==> src/core/cfg_header_pkg.sv <==
// Constants and carrier types for the function configuration header
package cfg_header_pkg;

  // ==========================================================================
  // Register offsets (byte addresses in configuration space)
  localparam logic [7:0] MAKER_ID_OFS = 8'h00;
  localparam logic [7:0] FUNCTION_ID_OFS = 8'h02;
  localparam logic [7:0] BUS_CTRL_OFS = 8'h04;
  localparam logic [7:0] BUS_STATUS_OFS = 8'h06;

  // Dword indices used by the access decoder
  localparam logic [5:0] ID_DWORD = 6'h00;
  localparam logic [5:0] CTRL_DWORD = 6'h01;

  // ==========================================================================
  // Command register fields
  localparam int PORT_SPACE_BIT = 0;
  localparam int MEM_SPACE_BIT = 1;
  localparam int INITIATOR_BIT = 2;
  localparam int SPECIAL_CYCLE_BIT = 3;
  localparam int WRITE_INV_BIT = 4;
  localparam int PALETTE_SNOOP_BIT = 5;
  localparam int PARITY_RESP_BIT = 6;
  localparam int STEPPING_BIT = 7;
  localparam int SYS_ERR_DRIVE_BIT = 8;
  localparam int BACK_TO_BACK_BIT = 9;
  localparam int INT_DISABLE_BIT = 10;
  localparam int RSVD_LSB = 11;
  localparam int RSVD_MSB = 15;

  // Only these bits are stored; all others are hardwired to zero
  localparam logic [15:0] CTRL_WRITE_MASK = 16'h0556;
  localparam logic [15:0] CTRL_RESET = 16'h0000;

  // ==========================================================================
  // Status half-word fields
  localparam int INT_STATUS_BIT = 3;
  localparam int MASTER_PARITY_BIT = 8;
  localparam logic [15:0] STATUS_RESET = 16'h0000;

  // Pin synchroniser depth
  localparam int SYNC_STAGES = 3;

  // ==========================================================================
  // Carriers
  typedef struct packed {
    logic valid;
    logic write;
    logic [7:0] addr;
    logic [3:0] byte_en;
    logic [31:0] wdata;
  } cfg_req_t;

  typedef struct packed {
    logic ack;
    logic [31:0] rdata;
  } cfg_rsp_t;

  typedef struct packed {
    logic int_disable;
    logic sys_err_drive;
    logic parity_resp;
    logic write_inv;
    logic initiator;
    logic mem_space;
  } ctrl_bits_t;

endpackage : cfg_header_pkg

==> src/core/cfg_header.sv <==
// Configuration header front: identification words and command register
`timescale 1ns/1ps
module cfg_header #(
  // Arbitrary identification values
  parameter logic [15:0] MAKER_ID = 16'h1a2b,
  parameter logic [15:0] FUNCTION_ID = 16'h3c4d
) (
  // Clock and reset
  input wire logic clk,
  input wire logic reset_n,
  // Configuration access
  input wire cfg_header_pkg::cfg_req_t cfg_req,
  output cfg_header_pkg::cfg_rsp_t cfg_rsp,
  // Function-side events and requests
  input wire logic func_irq,
  input wire logic addr_parity_err,
  input wire logic data_parity_err,
  input wire logic master_active,
  input wire logic mem_cycle_hit,
  input wire logic master_req,
  input wire logic master_write_req,
  input wire logic line_write_ok,
  // Gated results toward the bus engine
  output logic mem_claim_r,
  output logic initiator_grant_r,
  output logic write_use_mwi_r,
  // Bus pins
  input wire logic parity_error_pin_in_n,
  output logic parity_error_pin_out_n,
  output logic parity_error_pin_oe_n,
  output logic system_error_pin_out_n,
  output logic system_error_pin_oe_n,
  output logic int_pin_out_n,
  output logic int_pin_oe_n
);
  import cfg_header_pkg::*;

  // ==========================================================================
  // Decode helpers
  function automatic logic hits_dword(input cfg_req_t r, input logic [5:0] dw);
    hits_dword = r.valid && (r.addr[7:2] == dw);
  endfunction : hits_dword

  logic [15:0] ctrl_r;
  logic [15:0] ctrl_nxt;
  logic master_parity_r;
  logic perr_seen_n;
  logic flag_clear;
  logic flag_set;
  logic irq_level_r;
  ctrl_bits_t ctrl;

  // One driver for the whole carrier; field order follows the struct
  assign ctrl = {ctrl_r[INT_DISABLE_BIT], ctrl_r[SYS_ERR_DRIVE_BIT], ctrl_r[PARITY_RESP_BIT],
                 ctrl_r[WRITE_INV_BIT], ctrl_r[INITIATOR_BIT], ctrl_r[MEM_SPACE_BIT]};

  // ==========================================================================
  // Command register write; read-only bits are masked, not refused
  always_comb begin
    ctrl_nxt = ctrl_r;
    if (hits_dword(cfg_req, CTRL_DWORD) && cfg_req.write) begin
      if (cfg_req.byte_en[0]) begin
        ctrl_nxt[7:0] = cfg_req.wdata[7:0] & CTRL_WRITE_MASK[7:0];
      end
      if (cfg_req.byte_en[1]) begin
        ctrl_nxt[15:8] = cfg_req.wdata[15:8] & CTRL_WRITE_MASK[15:8];
      end
    end
  end

  always_ff @(posedge clk or negedge reset_n) begin
    if (!reset_n) begin
      ctrl_r <= CTRL_RESET;
    end else begin
      ctrl_r <= ctrl_nxt & CTRL_WRITE_MASK;
    end
  end

  // ==========================================================================
  // Master data parity flag; set wins over a write-one clear
  assign flag_set = master_active && !perr_seen_n && ctrl.parity_resp;
  assign flag_clear = hits_dword(cfg_req, CTRL_DWORD) && cfg_req.write &&
                      cfg_req.byte_en[3] && cfg_req.wdata[16 + MASTER_PARITY_BIT];

  always_ff @(posedge clk or negedge reset_n) begin
    if (!reset_n) begin
      master_parity_r <= 1'b0;
    end else if (flag_set) begin
      master_parity_r <= 1'b1;
    end else if (flag_clear) begin
      master_parity_r <= 1'b0;
    end
  end

  // Raw interrupt level kept for status; the disable does not affect it
  always_ff @(posedge clk or negedge reset_n) begin
    if (!reset_n) begin
      irq_level_r <= 1'b0;
    end else begin
      irq_level_r <= func_irq;
    end
  end

  // ==========================================================================
  // Read response; unmapped dwords read zero and still complete
  always_ff @(posedge clk or negedge reset_n) begin
    if (!reset_n) begin
      cfg_rsp <= '0;
    end else begin
      cfg_rsp.ack <= cfg_req.valid;
      cfg_rsp.rdata <= '0;
      if (cfg_req.valid && !cfg_req.write) begin
        case (cfg_req.addr[7:2])
          ID_DWORD: cfg_rsp.rdata <= {FUNCTION_ID, MAKER_ID};
          CTRL_DWORD: begin
            cfg_rsp.rdata[15:0] <= ctrl_r & CTRL_WRITE_MASK;
            cfg_rsp.rdata[16 + MASTER_PARITY_BIT] <= master_parity_r;
            cfg_rsp.rdata[16 + INT_STATUS_BIT] <= irq_level_r;
          end
          default: cfg_rsp.rdata <= '0;
        endcase
      end
    end
  end

  // ==========================================================================
  // Gating of the bus engine
  // Memory claim gates only memory cycles; configuration requests
  // are acknowledged whether or not software has enabled it
  always_ff @(posedge clk or negedge reset_n) begin
    if (!reset_n) begin
      mem_claim_r <= 1'b0;
    end else begin
      mem_claim_r <= mem_cycle_hit && ctrl.mem_space;
    end
  end

  always_ff @(posedge clk or negedge reset_n) begin
    if (!reset_n) begin
      initiator_grant_r <= 1'b0;
    end else begin
      initiator_grant_r <= master_req && ctrl.initiator;
    end
  end

  always_ff @(posedge clk or negedge reset_n) begin
    if (!reset_n) begin
      write_use_mwi_r <= 1'b0;
    end else begin
      write_use_mwi_r <= master_req && ctrl.initiator && master_write_req &&
                         line_write_ok && ctrl.write_inv;
    end
  end

  // ==========================================================================
  // Pins
  pin_sync #(
    .RESET_LEVEL(1'b1)
  ) u_perr_sync (
    .clk(clk),
    .reset_n(reset_n),
    .pin(parity_error_pin_in_n),
    .level(perr_seen_n)
  );

  od_pin_drive u_serr_drv (
    .clk(clk),
    .reset_n(reset_n),
    .enable(ctrl.sys_err_drive),
    .assert_req(addr_parity_err),
    .pin_out_n(system_error_pin_out_n),
    .pin_oe_n(system_error_pin_oe_n)
  );

  od_pin_drive u_perr_drv (
    .clk(clk),
    .reset_n(reset_n),
    .enable(ctrl.parity_resp),
    .assert_req(data_parity_err),
    .pin_out_n(parity_error_pin_out_n),
    .pin_oe_n(parity_error_pin_oe_n)
  );

  od_pin_drive u_int_drv (
    .clk(clk),
    .reset_n(reset_n),
    .enable(!ctrl.int_disable),
    .assert_req(func_irq),
    .pin_out_n(int_pin_out_n),
    .pin_oe_n(int_pin_oe_n)
  );
endmodule : cfg_header

==> src/core/od_pin_drive.sv <==
// Registered open-drain driver for an active-low bus signal
`timescale 1ns/1ps
module od_pin_drive (
  // Clock and reset
  input wire logic clk,
  input wire logic reset_n,
  // Control
  input wire logic enable,
  input wire logic assert_req,
  // Pin
  output logic pin_out_n,
  output logic pin_oe_n
);

  // ==========================================================================
  // Drives low only when enabled; otherwise the pin floats to its pull-up
  always_ff @(posedge clk or negedge reset_n) begin
    if (!reset_n) begin
      pin_out_n <= 1'b1;
      pin_oe_n <= 1'b1;
    end else begin
      pin_out_n <= ~(enable & assert_req);
      pin_oe_n <= ~(enable & assert_req);
    end
  end

endmodule : od_pin_drive

==> src/core/pin_sync.sv <==
// Three-stage synchroniser with agreement filter for an outside pin
`timescale 1ns/1ps
module pin_sync #(
  parameter logic RESET_LEVEL = 1'b1
) (
  // Clock and reset
  input wire logic clk,
  input wire logic reset_n,
  // Pin and filtered level
  input wire logic pin,
  output logic level
);
  import cfg_header_pkg::*;

  logic [SYNC_STAGES-1:0] stage_r;

  // ==========================================================================
  // Shift chain; stage 0 is read only by stage 1
  always_ff @(posedge clk or negedge reset_n) begin
    if (!reset_n) begin
      stage_r <= {SYNC_STAGES{RESET_LEVEL}};
    end else begin
      stage_r <= {stage_r[SYNC_STAGES-2:0], pin};
    end
  end

  // A change counts only once the last two stages agree
  always_ff @(posedge clk or negedge reset_n) begin
    if (!reset_n) begin
      level <= RESET_LEVEL;
    end else if (stage_r[1] == stage_r[2]) begin
      level <= stage_r[2];
    end
  end

endmodule : pin_sync

==> config.mk <==
export PLATFORM = sky130hd
export DESIGN_NAME = cfg_header
export DESIGN_NICKNAME = d
export VERILOG_FILES = /design/src/core/cfg_header_pkg.sv /design/src/core/cfg_header.sv /design/src/core/od_pin_drive.sv /design/src/core/pin_sync.sv
export SDC_FILE = /design/constraint.sdc
export NUM_CORES = 1
export LEC_CHECK = 0
export BUFFER_PORTS_ARGS = -buffer_cell sky130_fd_sc_hd__clkbuf_2
export CORE_MARGIN = 2
export CORE_UTILIZATION = 34
export DETAILED_ROUTE_END_ITERATION = 8
export GPL_ROUTABILITY_DRIVEN = 0
export GPL_TIMING_DRIVEN = 0
export PLACE_DENSITY = 0.82
export SYNTH_ARGS = -nofsm -noshare
export SYNTH_HDL_FRONTEND = slang
export SYNTH_SLANG_ARGS = --single-unit
==> constraint.sdc <==
create_clock -name clk -period 0.83 [get_ports clk]
set_input_delay 0.083 -clock clk [delete_from_list [all_inputs] [get_ports clk]]
set_output_delay 0.083 -clock clk [all_outputs]
set_load 0.05 [all_outputs]
==> flow_summary_export.csv <==
group,metric,value,unit
setup_path,crit-reg2reg-launch,"u_perr_sync.level",
floorplanning,core_area,3363,um2
synthesis,synthXorXnorAreaFrac,0,%
timing,min_period,1.280,ns
setup_path,r2r_cells,2,
global_routing,antenna_found_initial,0,
synthesis,synth.distinct_cells,21,
setup_path,crit_cells,2,
outcome,outcome,"finished, violations left",
timing,hold_viol_final,22,
placed_design,hpwl,1723,um
timing,clock_skew,0.006754,ns
cells_and_area,n_antenna_cell,0,
synthesis,muxShareOfSynthArea,5.649,%
detailed_routing,vias_per_cell,4.152,
detailed_routing,drc_errors,0,
setup_path,worstReg2RegEnd,"master_parity_r",
cells_and_area,layout_common_cells,"27 x clkbuf_2, 22 x buf_8, 20 x dfrtp_1",
setup_path,cp_data_arrival_time,1.20,ns
setup_path,slowest_stage,"dfrtp_4",
timing,worst_slack,-0.4500,ns
synthesis,synthFlopType,"dfrtp_1",
detailed_routing,finalWirelength,3365,um
synthesis,synthesis.area,1196,um2
flow_run,drv_cap,0,
synthesis,synth_compound_area_share,1.674,%
clock_network,cts_sinks,29,
power_and_ir_drop,vdd_drop_max,1.137,mV
setup_path,cp-end-kind,"output port",
power_and_ir_drop,p_leak,0.001200,uW
global_routing,grt_max_degree,30,
cells_and_area,layout-drive-gt1-share,61.62,%
global_routing,grt_usage,19.01,%
floorplanning,dieHeight,63.32,um
detailed_routing,routedWlPerCell,14.57,um
global_routing,overflow,0,
setup_path,critPathRequiredTime,0.75,ns
setup_path,critPathMaxStageDelay,0.55,ns
setup_path,cp_top_family,"flip-flops",
cells_and_area,final_common_cell,"clkbuf_2",
synthesis,synth_fa_ha_area_share,0.8368,%
setup_path,critical_path_class,"reg -> out",
timing,rsz0062_at_grt,"yes",
synthesis,async_flop_share,100.0,%
synthesis,ys_ff_latch,29,
detailed_routing,firstDrtPassIters,4,
hold_path,hp-class,"in -> async",
placed_design,numPortBuffers,59,
floorplanning,die_w,63.32,um
synthesis,yosys.area_share.simple,13.49,%
clock_network,htree_levels,2,
setup_path,reg2reg_slack,-0.08,ns
synthesis,synth-edff-count,0,
floorplanning,num_rows,21,
clock_network,clk_path_buf_depth,2,
cells_and_area,area_growth,101.4,%
floorplanning,start_util,35.57,%
timing,max_clock_freq,0.7813,GHz
detailed_routing,drtIter0Drc,36,
setup_path,worst_setup_path_start_kind,"register",
synthesis,syn-mean-instance-area,13.14,um2
global_routing,grt_pass1_vias,1035,
cells_and_area,final_area,2409,um2
detailed_routing,via_count,959,
setup_path,crit_buf_inv,2,
setup_path,crit_path_cell_trace,"buf_6 > clkbuf_16",
outcome,violations,"negative hold slack, negative setup slack",
clock_network,path_clk_slew,0.10,ns
timing,fin_tns_setup,-9.546,ns
cells_and_area,finish.utilization,71.61,%
setup_path,path_max_fanout,6,
timing,drv_slew,0,
clock_network,clock_latency,0.33,ns
timing,worst_slew_pin_slew,0.7014,ns
timing,fin_crit_sh,154.2,%
cells_and_area,nets,241,
synthesis,seq_area_frac_synth,61.40,%
synthesis,ys_warn_count,0,
clock_network,cts_made_buffers,5,
floorplanning,ios,99,
clock_network,cts_tree,"yes",
synthesis,synth_top_family_by_area,"buffers and inverters",
floorplanning,die_area,4009,um2
timing,setup_violations,34,
synthesis,syn_inst,91,
timing,whs,-0.2222,ns
clock_network,root_buffer,"clkbuf_4",
detailed_routing,antenna_left,0,
power_and_ir_drop,power.density,1361,nW/um2
placed_design,dpl_cell_area,1675,um2
timing,slew_headroom,53.24,%
global_routing,grt_pass1_wl,5540,um
registers in the layout, indices dropped and copies added, names as in the netlist:
| register | count |
|---|---|
| irq_level_r | 1 |
| write_use_mwi_r | 1 |
| u_serr_drv.pin_oe_n | 1 |
| u_perr_drv.pin_out_n | 1 |
| master_parity_r | 1 |
| u_perr_sync.stage_r | 3 |
| mem_claim_r | 1 |
| u_int_drv.pin_out_n | 1 |
| u_perr_sync.level | 1 |
| ctrl_r | 6 |
| cfg_rsp | 11 |
| initiator_grant_r | 1 |
final cells by class:
cell class / instances / area, um2
multi-input cells: 44 / 329.1
repair buffers: 76 / 913.4
well taps: 46 / 57.56
clock inverters: 2 / 37.54
inverters: 3 / 11.26
fillers: 236 / 954.7
plain buffers: 25 / 266.5
clock buffers: 6 / 51.30
flip-flops and latches: 29 / 742.0
power breakdown:
part | leakage, uW | total (uW) | switching (uW) | internal [uW]
clock | 0.0000445 | 1230 | 510 | 715
combinational | 0.000786 | 538 | 287 | 251
sequential | 0.000370 | 1520 | 36.2 | 1480
kinds of logic after synthesis:
kind of cell	count (synthesis)
other cells	1
compound gates	3
fa+ha+maj	1
buf+inv	28
simple gates	23
flops	29
mux	6
synthesized netlist by cell type (2+ instances only):
master   number  area, um2
a21oi_1       2      10.01
and2_1        8      50.05
and4_1        2      17.52
buf_4        25      187.7
dfrtp_1      22      550.5
dfstp_2       7      183.9
inv_1         3      11.26
mux2_1        4      45.04
mux2_2        2      22.52
nand2_1       2      7.510
nand3_1       2      10.01
nor2_1        3      11.26
how the worst max path moves through the flow:
stage | end | startpoint
2_1_floorplan | ctrl_r[1] | cfg_req[39]
3_3_place_gp | ctrl_r[6] | cfg_req[39]
3_5_place_dp | ctrl_r[1] | cfg_req[39]
4_1_cts | cfg_rsp[27] | cfg_rsp[28]
5_1_grt | cfg_rsp[11] | cfg_rsp[12]
6_report | cfg_rsp[11] | cfg_rsp[12]
through the flow:
step	setup slack [ns]	cells	power [uW]	hold WS, ns
6_report	-0.4500	231	3279	-0.2222
5_1_grt	-0.4930	231	3439	-0.2006
4_1_cts	-0.4282	230	3279	-0.2128
3_5_place_dp	-0.4165	206	1943	0.1588
3_3_place_gp	-0.4163	206	1934	0.1472
2_1_floorplan	-0.1424	101	1808	-0.2126
timing repair:
| item | in CTS | in global routing |
|---|---|---|
| hold buffers | 15 | 1 |
| pin swaps | 2 | 2 |
| gates resized for setup | 83 | 16 |
| setup endpoints to repair | 38 | 34 |
| hold endpoints to repair | 41 | 23 |
| setup buffers | 1 | 0 |
routing by layer:
metal  global-route usage (%)  vias to the layer above  wire length [um]
li1                         -                      449                 -
met1                    20.65                      450              1243
met2                    32.45                       52              1733
met3                    8.393                        8               311
met4                    7.609                        0                76
met5                        0                        -                 0
No activity file was read; power rests on OpenSTA's default activity.
